File: src/common/fsmd_pkg.sv
package fsmd_pkg;
    // Clock and measurement timebase
    localparam int CLK_HZ = 25_000_000;
    localparam int TICK_HZ = 100_000;
    localparam int TICK_DIV = CLK_HZ / TICK_HZ;
    localparam int TICK_DIV_W = 8;
    // Update periods in milliseconds and in timebase ticks
    localparam int FAST_RATE_MS = 250;
    localparam int SLOW_RATE_MS = 1000;
    localparam int TICKS_PER_MS = TICK_HZ / 1000;
    localparam int FAST_RATE_TICKS = FAST_RATE_MS * TICKS_PER_MS;
    localparam int SLOW_RATE_TICKS = SLOW_RATE_MS * TICKS_PER_MS;
    // Period counter
    localparam int PERIOD_W = 16;
    localparam logic [15:0] PERIOD_MAX = 16'hFFFF;
    localparam logic [15:0] PERIOD_RESET = 16'h0000;
    // Speed pulse periods per measurement, by pulses-per-rev select
    localparam logic [2:0] EDGES_TWO_PERIODS = 3'h2;
    localparam logic [2:0] EDGES_FOUR_PERIODS = 3'h4;
    // Duty values, 8 bits with 0xFF meaning 100 %
    localparam logic [7:0] DUTY_ZERO = 8'h00;
    localparam logic [7:0] DUTY_MIN_7PCT = 8'h12;
    localparam logic [7:0] DUTY_MIN_30PCT = 8'h4D;
    localparam logic [7:0] DUTY_SPIN_33PCT = 8'h55;
    localparam logic [7:0] DUTY_FULL = 8'hFF;
    localparam int RAMP_STEPS_X3 = 3 * (255 - 85);
    // Spin-up retries before fan failure, and spin-up time code at reset
    localparam logic [2:0] SPIN_FAIL_COUNT = 3'h5;
    localparam logic [2:0] SPINUP_TIME_RESET = 3'h5;
    // Fan control modes
    typedef enum logic [1:0] {
        FSMD_MODE_SW_DUTY = 2'b00,
        FSMD_MODE_SW_RPM = 2'b01,
        FSMD_MODE_AUTO_A = 2'b10,
        FSMD_MODE_AUTO_B = 2'b11
    } fsmd_mode_t;
    // Measurement sequencer states
    typedef enum logic [1:0] {
        FSMD_IDLE = 2'b00,
        FSMD_ARM = 2'b01,
        FSMD_COUNT = 2'b10,
        FSMD_SPIN = 2'b11
    } fsmd_state_t;
    // Spin-up time in milliseconds for each code
    function automatic int fsmd_spin_ms(input logic [2:0] code);
        case (code)
            3'd0: return 200;
            3'd1: return 400;
            3'd2: return 600;
            3'd3: return 800;
            3'd4: return 1000;
            3'd5: return 2000;
            3'd6: return 4000;
            default: return 8000;
        endcase
    endfunction
endpackage

File: src/core/fsmd_monitor.sv
`timescale 1ns/1ns
module fsmd_monitor #(
    parameter int FAST_TICKS = fsmd_pkg::FAST_RATE_TICKS,
    parameter int SLOW_TICKS = fsmd_pkg::SLOW_RATE_TICKS,
    parameter int MS_TICKS = fsmd_pkg::TICKS_PER_MS
) (
    input wire logic core_clk,
    input wire logic rst_n,
    input wire logic clk_en,
    input wire logic start_bit,
    input wire logic speed_meas_enable,
    input wire logic pulses_per_rev_select,
    input wire logic fast_rate,
    input wire logic fan_power_type,
    input wire fsmd_pkg::fsmd_mode_t fan_mode,
    input wire logic [7:0] duty_cycle_register,
    input wire logic [7:0] calc_duty,
    input wire logic [15:0] min_speed_limit,
    input wire logic [15:0] max_speed_limit,
    input wire logic fan_range_irq_enable,
    input wire logic fault_pin_enable,
    input wire logic spinup_disable,
    input wire logic [2:0] spinup_time_field,
    input wire logic speed_pulse,
    input wire logic period_low_rd,
    input wire logic period_high_rd,
    input wire logic status_rd,
    output logic [7:0] period_low_byte,
    output logic [7:0] period_high_byte,
    output logic fan_slow_flag,
    output logic overspeed_flag,
    output logic fan_failure,
    output logic fan_range_event,
    output logic smb_alert_out,
    output logic smb_alert_oe,
    output logic fault_pin_out,
    output logic fault_pin_oe,
    output logic [7:0] pwm_duty,
    output logic pwm_force_on,
    output logic duty_correct_en
);
    import fsmd_pkg::*;

    fsmd_state_t state_reg;
    logic [TICK_DIV_W-1:0] div_reg;
    logic tick;
    logic [16:0] rate_reg;
    logic rate_due_reg;
    logic pulse_d_reg;
    logic pulse_rise;
    logic [2:0] edge_reg;
    logic [15:0] count_reg;
    logic [15:0] period_reg;
    logic [7:0] hi_hold_reg;
    logic freeze_reg;
    logic slow_reg;
    logic over_reg;
    logic over_armed_reg;
    logic fail_reg;
    logic [2:0] retry_reg;
    logic after_spin_reg;
    logic [19:0] spin_cnt_reg;
    logic [19:0] ramp_cnt_reg;
    logic [7:0] ramp_duty_reg;
    logic monitor_on;
    logic [7:0] base_duty;
    logic skip_update;
    logic meas_done;
    logic [15:0] meas_value;
    logic meas_slow;
    logic [19:0] spin_len;
    logic [19:0] ramp_div;
    logic [2:0] edges_needed;
    logic [16:0] rate_len;

    // Saturating increment of the period counter
    function automatic logic [15:0] sat_inc(input logic [15:0] v);
        return (v == PERIOD_MAX) ? PERIOD_MAX : v + 16'h0001;
    endfunction

    assign monitor_on = start_bit & speed_meas_enable;
    assign edges_needed = pulses_per_rev_select ? EDGES_FOUR_PERIODS
                                                : EDGES_TWO_PERIODS;
    assign rate_len = fast_rate ? 17'(FAST_TICKS)
                                : 17'(SLOW_TICKS);
    assign spin_len = 20'(fsmd_spin_ms(spinup_time_field)
                          * MS_TICKS);
    assign ramp_div = (spin_len / 20'(RAMP_STEPS_X3) == 20'h0_0000) ?
                      20'h0_0001 : spin_len / 20'(RAMP_STEPS_X3);
    assign pulse_rise = speed_pulse & ~pulse_d_reg;
    assign base_duty = (fan_mode == FSMD_MODE_SW_DUTY) ? duty_cycle_register
                                                       : calc_duty;
    // Low duty on a PWM-powered fan skips the update outside RPM mode
    assign skip_update = ~fan_power_type
                         && fan_mode != FSMD_MODE_SW_RPM
                         && base_duty < DUTY_MIN_7PCT;

    // Measurement ends on the last edge or on over-range
    always_comb begin
        meas_done = 1'b0;
        meas_value = count_reg;
        if (state_reg == FSMD_ARM || state_reg == FSMD_COUNT) begin
            if (count_reg == PERIOD_MAX) begin
                meas_done = 1'b1;
                meas_value = PERIOD_MAX;
            end else if (state_reg == FSMD_COUNT && pulse_rise
                         && edge_reg >= edges_needed - 3'h1) begin
                meas_done = 1'b1;
            end
        end
    end
    assign meas_slow = meas_value > min_speed_limit;

    // 100 kHz timebase from the core clock
    always_ff @(posedge core_clk or negedge rst_n) begin
        if (!rst_n) begin
            div_reg <= '0;
        end else if (clk_en) begin
            if (div_reg == TICK_DIV_W'(TICK_DIV - 1)) begin
                div_reg <= '0;
            end else begin
                div_reg <= div_reg + 1'b1;
            end
        end
    end
    assign tick = clk_en && div_reg == TICK_DIV_W'(TICK_DIV - 1);

    // Update-rate timer raises a request for the next measurement
    always_ff @(posedge core_clk or negedge rst_n) begin
        if (!rst_n) begin
            rate_reg <= '0;
            rate_due_reg <= 1'b0;
        end else if (clk_en) begin
            if (!monitor_on) begin
                rate_reg <= '0;
                rate_due_reg <= 1'b0;
            end else if (tick && rate_reg >= rate_len - 17'h0_0001) begin
                rate_reg <= '0;
                rate_due_reg <= 1'b1;
            end else begin
                if (tick) begin
                    rate_reg <= rate_reg + 17'h0_0001;
                end
                if (state_reg == FSMD_IDLE && rate_due_reg) begin
                    rate_due_reg <= 1'b0;
                end
            end
        end
    end

    // Speed pulse edge detector
    always_ff @(posedge core_clk or negedge rst_n) begin
        if (!rst_n) begin
            pulse_d_reg <= 1'b0;
        end else if (clk_en) begin
            pulse_d_reg <= speed_pulse;
        end
    end

    // Sequencer: wait, arm, count periods, spin-up
    always_ff @(posedge core_clk or negedge rst_n) begin
        if (!rst_n) begin
            state_reg <= FSMD_IDLE;
            edge_reg <= '0;
            count_reg <= PERIOD_RESET;
        end else if (clk_en) begin
            if (!monitor_on) begin
                state_reg <= FSMD_IDLE;
            end else begin
                unique case (state_reg)
                    FSMD_IDLE: begin
                        if (rate_due_reg
                            && (!skip_update || after_spin_reg)) begin
                            state_reg <= FSMD_ARM;
                            count_reg <= PERIOD_RESET;
                        end
                    end
                    FSMD_ARM: begin
                        if (meas_done) begin
                            state_reg <= FSMD_IDLE;
                        end else if (pulse_rise) begin
                            state_reg <= FSMD_COUNT;
                            edge_reg <= '0;
                            count_reg <= PERIOD_RESET;
                        end else if (tick) begin
                            count_reg <= sat_inc(count_reg);
                        end
                    end
                    FSMD_COUNT: begin
                        if (meas_done) begin
                            state_reg <= FSMD_IDLE;
                        end else begin
                            if (pulse_rise) begin
                                edge_reg <= edge_reg + 3'h1;
                            end
                            if (tick) begin
                                count_reg <= sat_inc(count_reg);
                            end
                        end
                    end
                    FSMD_SPIN: begin
                        if (tick
                            && spin_cnt_reg >= spin_len - 20'h0_0001) begin
                            state_reg <= FSMD_ARM;
                            count_reg <= PERIOD_RESET;
                        end
                    end
                endcase
                if (meas_done && meas_slow && !spinup_disable) begin
                    state_reg <= FSMD_SPIN;
                end
            end
        end
    end

    // Spin-up timer and duty ramp
    always_ff @(posedge core_clk or negedge rst_n) begin
        if (!rst_n) begin
            spin_cnt_reg <= '0;
            ramp_cnt_reg <= '0;
            ramp_duty_reg <= DUTY_SPIN_33PCT;
        end else if (clk_en) begin
            if (state_reg != FSMD_SPIN) begin
                spin_cnt_reg <= '0;
                ramp_cnt_reg <= '0;
                ramp_duty_reg <= DUTY_SPIN_33PCT;
            end else if (tick) begin
                spin_cnt_reg <= spin_cnt_reg + 20'h0_0001;
                if (ramp_cnt_reg >= ramp_div - 20'h0_0001) begin
                    ramp_cnt_reg <= '0;
                    if (ramp_duty_reg != DUTY_FULL) begin
                        ramp_duty_reg <= ramp_duty_reg + 8'h01;
                    end
                end else begin
                    ramp_cnt_reg <= ramp_cnt_reg + 20'h0_0001;
                end
            end
        end
    end

    // Period register update, skipped at low duty for PWM-powered fans outside RPM mode
    always_ff @(posedge core_clk or negedge rst_n) begin
        if (!rst_n) begin
            period_reg <= PERIOD_RESET;
        end else if (clk_en) begin
            if (meas_done && monitor_on) begin
                period_reg <= meas_value;
            end
        end
    end

    // Two-byte read: low byte read freezes the high byte
    always_ff @(posedge core_clk or negedge rst_n) begin
        if (!rst_n) begin
            freeze_reg <= 1'b0;
            hi_hold_reg <= PERIOD_RESET[15:8];
        end else if (clk_en) begin
            if (period_low_rd) begin
                freeze_reg <= 1'b1;
                hi_hold_reg <= period_reg[15:8];
            end else if (period_high_rd) begin
                freeze_reg <= 1'b0;
            end else if (!freeze_reg) begin
                hi_hold_reg <= period_reg[15:8];
            end
        end
    end
    assign period_low_byte = period_reg[7:0];
    assign period_high_byte = hi_hold_reg;

    // Fan slow flag: set wins over read clear, set at spin-up start but not by the measurement after spin-up
    always_ff @(posedge core_clk or negedge rst_n) begin
        if (!rst_n) begin
            slow_reg <= 1'b0;
        end else if (clk_en) begin
            if (state_reg == FSMD_SPIN && spin_cnt_reg == 20'h0_0000) begin
                slow_reg <= 1'b1;
            end else if (meas_done && meas_slow && !after_spin_reg) begin
                slow_reg <= 1'b1;
            end else if (status_rd) begin
                slow_reg <= 1'b0;
            end
        end
    end

    // Overspeed flag with re-arm once speed drops below maximum
    always_ff @(posedge core_clk or negedge rst_n) begin
        if (!rst_n) begin
            over_reg <= 1'b0;
            over_armed_reg <= 1'b1;
        end else if (clk_en) begin
            if (meas_done && meas_value < max_speed_limit
                && over_armed_reg) begin
                over_reg <= 1'b1;
            end else if (status_rd && over_reg) begin
                over_reg <= 1'b0;
                over_armed_reg <= 1'b0;
            end
            if (meas_done && meas_value >= max_speed_limit) begin
                over_armed_reg <= 1'b1;
            end
        end
    end

    // Spin-up retries and failure declaration
    always_ff @(posedge core_clk or negedge rst_n) begin
        if (!rst_n) begin
            retry_reg <= '0;
            fail_reg <= 1'b0;
            after_spin_reg <= 1'b0;
        end else if (clk_en) begin
            if (state_reg == FSMD_SPIN && spin_cnt_reg == 20'h0_0000
                && tick) begin
                after_spin_reg <= 1'b1;
                if (retry_reg != SPIN_FAIL_COUNT) begin
                    retry_reg <= retry_reg + 3'h1;
                end
            end
            if (meas_done) begin
                after_spin_reg <= 1'b0;
                if (!meas_slow) begin
                    retry_reg <= '0;
                    fail_reg <= 1'b0;
                end else if (retry_reg == SPIN_FAIL_COUNT) begin
                    fail_reg <= 1'b1;
                end
            end
            if (!monitor_on) begin
                after_spin_reg <= 1'b0;
            end
        end
    end

    // PWM duty selection with forcing and clamping
    always_comb begin
        if (state_reg == FSMD_SPIN) begin
            pwm_duty = ramp_duty_reg;
        end else if (after_spin_reg) begin
            pwm_duty = DUTY_SPIN_33PCT;
        end else if (fan_power_type) begin
            pwm_duty = base_duty;
        end else if (fan_mode == FSMD_MODE_SW_RPM) begin
            pwm_duty = (base_duty < DUTY_MIN_30PCT) ? DUTY_MIN_30PCT
                                                    : base_duty;
        end else begin
            pwm_duty = (base_duty < DUTY_MIN_7PCT) ? DUTY_ZERO
                                                   : base_duty;
        end
    end

    // PWM held on during counting for PWM-powered fans
    assign pwm_force_on = ~fan_power_type
                          && (state_reg == FSMD_ARM
                              || state_reg == FSMD_COUNT);
    assign duty_correct_en = ~fan_power_type;

    // Status outputs, alert and fault pins
    assign fan_slow_flag = slow_reg;
    assign overspeed_flag = over_reg;
    assign fan_failure = fail_reg;
    assign fan_range_event = (slow_reg | over_reg)
                             & fan_range_irq_enable;
    assign smb_alert_out = 1'b0;
    assign smb_alert_oe = fan_range_event;
    assign fault_pin_out = 1'b0;
    assign fault_pin_oe = fail_reg & fault_pin_enable;
endmodule

File: config.mk
export PLATFORM = sky130hd
export DESIGN_NAME = fsmd_monitor
export DESIGN_NICKNAME = d
export VERILOG_FILES = /design/src/common/fsmd_pkg.sv /design/src/core/fsmd_monitor.sv
export SDC_FILE = /design/constraint.sdc
export NUM_CORES = 1
export LEC_CHECK = 0
export BUFFER_PORTS_ARGS = -buffer_cell sky130_fd_sc_hd__buf_2
export CAP_MARGIN = 10
export CORE_AREA = 2 2 186 188
export DETAILED_ROUTE_END_ITERATION = 10
export DIE_AREA = 0 0 188 190
export GPL_ROUTABILITY_DRIVEN = 1
export PLACE_DENSITY = 0.58
export REMOVE_ABC_BUFFERS = 1
export SETUP_SLACK_MARGIN = 0.02
export SLEW_MARGIN = 10
export SYNTH_ARGS = -nofsm -noshare
export SYNTH_HDL_FRONTEND = slang
export SYNTH_SLANG_ARGS = --single-unit
File: constraint.sdc
create_clock -name core_clk -period 5.2 [get_ports core_clk]
set_input_delay 1.56 -clock core_clk [delete_from_list [all_inputs] [get_ports core_clk]]
set_output_delay 1.56 -clock core_clk [all_outputs]
set_load 0.02 [all_outputs]
After elaboration in Yosys (flattened, before gate mapping)
Cells that the tools add are included.

operators by class
  add/subtract/negate cells = 12
  multipliers = 1
  div/mod/pow operators = 1
  $lt $le $gt $ge = 9
  eq/ne operators = 34
  muxes and demuxes = 74
  bitwise logic cells = 7
  reductions and logical operators = 53

operator list
  operator                                                              count
  16-bit two-way mux                                                    9
  20-bit two-way mux                                                    6
  8-bit two-way mux                                                     15
  13-bit case mux with 7 select lines                                   1
  17-bit two-way mux                                                    4
  16-bit case mux with 4 select lines                                   1
  20-bit by 1-bit adder with 20-bit output, second input constant       2
  20-bit >= comparator                                                  2
  20-bit logical NOT                                                    2
  20-bit by 1-bit subtractor with 20-bit output, second input constant  2
  32-bit by 6-bit multiplier with 18-bit output, second input constant  1
  3-bit two-way mux                                                     9
  20-bit by 9-bit divider with 20-bit output, second input constant     1
  1-bit logical AND                                                     20
  1-bit two-way mux                                                     20
  17-bit by 1-bit adder with 17-bit output, second input constant       1
  17-bit >= comparator                                                  1
  17-bit by 1-bit subtractor with 17-bit output, second input constant  1
  16-bit by 1-bit adder with 16-bit output, second input constant       1
  8-bit by 1-bit adder with 8-bit output, second input constant         2
  16-bit == test, second input constant                                 1
  16-bit >= comparator                                                  1
  16-bit > comparator                                                   1
  16-bit less-than comparator                                           1
  other kinds (38)                                                      86

word-level totals
  flip-flop bits (word level) = 129
  bits of input ports = 68
  output and inout bits = 34

Depth between registers and ports, before layout
  depth in word-level cells = 11
  gate-level depth with buffers = 63
  mapped depth without buffers = 55

Worst setup path before layout
No wires, ideal clock.

  path type = in2reg
  start = in spinup_time_field[1]
  end = reg ramp_duty_reg[0]
  library setup time = 85 ps
  arrival = 14894 ps
  slack = -9779 ps
  cell stages on the path = 60
  path buffers = 8
  path through = clkbuf_1 inv_1 ha_1 clkbuf_1 or3_1 o21ai_0 clkbuf_1 ha_1 fa_1 ha_1 ha_1 inv_1 fa_1 clkbuf_1 inv_1 nor4_1 nand3_1 nand3b_1 [... 24 more ...] a21boi_0 o221ai_1 o221a_2 a2111oi_0 and2_1 nand2_2 a2111oi_2 xnor2_1 ha_1 nand4_1 nor2_1 a2111oi_0 o21ai_0 a221oi_1 and4b_1 a211oi_4 o21ai_1 mux2_1

on the way
  word-level cells in the longest chain between the ends = 10

ends and longest elaborated chain
  element                                            line                                    RTL
  start, declared                                    fsmd_monitor.sv:23                      input wire logic [2:0] spinup_time_field,
  3-bit == test, or another cell as far along        fsmd_pkg.sv:46                          case (code)
  13-bit case mux with 7 select lines (*)            fsmd_pkg.sv:46
  32-bit by 6-bit multiplier with 18-bit output (*)  fsmd_monitor.sv:87                      * MS_TICKS);
  20-bit by 9-bit divider with 20-bit output (*)     fsmd_monitor.sv:88, fsmd_monitor.sv:89
  20-bit logical NOT                                 fsmd_monitor.sv:88                      assign ramp_div = (spin_len / 20'(RAMP_STEPS_X3) == 20'h0_0000) ?
  20-bit two-way mux (*)                             fsmd_monitor.sv:88
  20-bit by 1-bit subtractor with 20-bit output (*)  fsmd_monitor.sv:229                     if (ramp_cnt_reg >= ramp_div - 20'h0_0001) begin
  20-bit >= comparator (*)                           fsmd_monitor.sv:229
  2-bit nonzero test (no line) (*)                   n/a
  4-bit AND reduction (no line) (*)                  n/a
  end signal, assigned                               fsmd_monitor.sv:232                     ramp_duty_reg <= ramp_duty_reg + 8'h01;
  end, declared                                      fsmd_monitor.sv:64                      logic [7:0] ramp_duty_reg;

Mark *: on every way between the ends. The rest lies on a longest branch, timed or not.
A chain may end at the register's enable or synchronous reset.

Final worst setup path
  start = in spinup_time_field[0]
  end = reg ramp_duty_reg[0]

Same word-level chain as after synthesis.

==> results by group <==
Outcome
  – Status: complete, but fails checks
  – Failing checks: setup timing

Detailed routing
  – Routed length on met2: 20.35 mm
  – Drt total wl: 41.68 mm
  – Final ANT Viol Nets: 0
  – Metal1 wirelength: 18.76 mm
  – Met3 routed WL: 1.403 mm
  – Drt first pass iters: 5
  – Max layer used: met4
  – Number of remaining DRC errors: 0
  – 1st-iter DRT viols: 805
  – Vias: 14250
  – Via-per-instance ratio: 5.473
  – WL/cell: 16.01 um

Synth
  – Post-synthesis area per instance: 7.990 sq um
  – Post-synth ARST share: 100.0%
  – Most numerous cell in the Yosys netlist: nand2_1
  – Post-synth EDFFs: 0
  – Synthesized cell area: 0.01339 sq mm
  – Top cells by area, synth: dfrtp_1 23%, ha_1 12%, nand2_1 4.7%, nor2_1 4.1%, o21ai_0 4.0%
  – Register area share after synthesis: 24.15%
  – Synth cell types: 107
  – Post-synth top area share: 23.17%
  – Main synth FF type: dfrtp_1
  – Dominant cell type by area after synthesis: dfrtp_1
  – Post-synth top cells: 167 x nand2_1, 146 x nor2_1, 124 x dfrtp_1, 124 x ha_1, 106 x o21ai_0
  – Synth Warn #: 0
  – Post-Synthesis Cells: 1676
  – Flops & latches, synth: 129

Layout
  – Area grow syn2layout: 40.83%
  – Register area: 0.003234 sq mm
  – Share of layout cells above drive strength 1: 36.17%
  – Final Cell Area: 0.01886 sq mm
  – Final nets: 2330
  – ANT cells: 0
  – Multi-input gate area: 0.01044 sq mm
  – Post-layout instance count excluding filler cells: 2603
  – Filler Cell Count: 3074

Clock network
  – Clk Latency, worst-skew pair: 0.42 ns
  – Num CTS Buffers: 17
  – H-Tree Depth: 4
  – Clk buf depth: 2
  – Clock Sinks: 129
  – Cts hold-fix bufs: 0
  – CTS root buf: clkbuf_16
  – CTS tree: built
  – Clk pin slew, worst setup/hold paths: 0.06 ns

STA
  – Sum Neg Setup Slack: -256.49 ns
  – Actual slew at the worst max-slew pin: 1.029 ns
  – Final setup margin: -8.225 ns
  – Slew margin rel.: 31.25%
  – Crit path time final: 13.43 ns
  – Hold Fails Final Rpt: 0
  – Final period util: 258.2%
  – Max frequency: 74.49 MHz
  – # setup viols final: 46
  – Final Max Tran Viols: 0
  – Setup Skew: 0.01605 ns
  – RSZ-0062 raised after global routing: yes

Die
  – Initial core utilization: 39.45%
  – Die height: 190 um
  – Std-Cell Rows: 68
  – Die footprint: 0.03572 sq mm
  – Die W: 188 um
  – Ports: 102
  – Core area: 0.03395 sq mm

Setup path
  – Crit start category: input pin
  – CP max stage delay: 0.59 ns
  – Critical Setup Path Class: in -> reg
  – Crit Path Max Fanout: 6
  – FF-to-FF setup slack: 0.68 ns
  – Reg2Reg Capture Point: state_reg[0]
  – Worst Path Arrival: 13.77 ns
  – Slowest CP cell: or4_4
  – Required @ worst endpoint: 5.54 ns
  – Reg2Reg Launch Point: count_reg[7]
  – Critical path capture point type: flip-flop
  – R2R depth: 24

Min path
  – HP Class: reg -> reg
  – WHS Endpoint: over_armed_reg
  – Hold path start: over_armed_reg
  – Hold Crit Depth: 2

Placed design
  – Post-placement cell area: 0.01686 sq mm
  – Gp weighted congestion: 0.9122
  – Hpwl dp: 31.66 mm
  – I/O Buffers: 99
  – Post-placement cell count: 2520

Global routing
  – Vias in the first global route: 14070
  – Global-route wire length before repair: 68.23 mm
  – GRT Util Overall: 22.97%
  – Initial antenna violation count: 0
  – GR Overflow Total: 0
  – Largest net degree at the start of global routing: 98

Run
  – Max Cap Viol: 0

Pwr
  – Leakage: 8.710 nW
  – Worst vdd ir: 0.0002736 V
  – Post-layout total power: 8.198 mW
  – P per Cell Area: 434.7 mW/mm^2
[report_power, final]
| group | internal (mW) | switching [mW] |
|---|---|---|
| Clock | 0.685 | 0.520 |
| Combinational | 3.03 | 2.90 |
| Sequential | 1.03 | 0.0304 |
[how the worst max path moves through the flow]
stage	startpoint	cells after the start	endpoint
3_5_place_dp	spinup_time_field[0]	56	ramp_duty_reg[0]
5_1_grt	spinup_time_field[1]	59	ramp_duty_reg[4]
4_1_cts	spinup_time_field[1]	54	ramp_duty_reg[0]
2_1_floorplan	spinup_time_field[0]	50	ramp_duty_reg[0]
6_report	spinup_time_field[0]	54	ramp_duty_reg[0]
3_3_place_gp	spinup_time_field[0]	55	ramp_duty_reg[0]
[area by class of cell]
cell class	count	area share, %
multi-input combinational	1392	55.38
tap	455	3.019
clock buffer	17	2.256
clock inverter	15	0.8824
sequential	129	17.15
timing repair buffer	514	19.70
inverter	81	1.612
[worst max-delay path: cells and delay by family]
kind,cells,cell delay (ns)
AO/OA/AOI/OAI,20,4.60
AND/OR/NAND/NOR,15,3.86
buffers and inverters,6,0.75
XOR/XNOR,4,0.76
multiplexers,2,0.67
adder cells (fa/ha/maj),7,1.52
[logic make-up after synthesis]
kind of cell | Yosys count | synth area share [%]
other | 1 | 0.02800
multiplexers | 50 | 4.111
AND/OR/NAND/NOR | 674 | 25.89
AO/OA/AOI/OAI | 441 | 22.22
buffers and inverters | 156 | 4.849
XOR/XNOR | 97 | 6.643
flip-flops | 129 | 24.15
adder cells (fa/ha/maj) | 128 | 12.11
[layer usage]
| layer | up-vias | GRT usage, % |
|---|---|---|
| li1 | 7064 | - |
| met5 | - | 0 |
| met1 | 6747 | 29.41 |
| met3 | 87 | 2.232 |
| met2 | 347 | 40.69 |
| met4 | 0 | 7.299 |
[stage by stage]
step	hold slack (ns)	utilization, %	worst slack, ns
global route	0.5024	55.55	-8.752
global placement	0.4622	49.67	-9.118
floorplan	0.4586	-	-10.29
detailed placement	0.4745	49.67	-9.375
finish	0.4786	55.55	-8.225
CTS	0.4839	53.88	-8.099
[what timing repair did]
action	CTS	global route
pin swaps	70	66
cloned	4	0
resized for setup	124	115
endpoints found under the hold margin	0	0
setup endpoints to repair	46	49
setup buffers	32	16
[placed cells by master, fill, tap and decap left out, types with 16 or more instances in the layout]
master     count
buf_4        396
nand2_1      163
nor2_1       126
dfrtp_1      124
ha_1         113
buf_2         97
o21ai_0       87
a21oi_1       86
inv_1         76
nand3_1       56
xnor2_1       49
nand4_1       43
xor2_1        41
nor3_1        39
mux2_2        30
nor2b_1       26
nand2b_1      25
and3_1        22
and2_1        21
a21o_1        20
o21ai_1       19
a21oi_2       19
buf_6         18
nor4_1        17
nor2_4        17
clkbuf_16     17
or3_1         16
a31oi_1       16
Note: power is estimated with default switching activity, not from simulation.
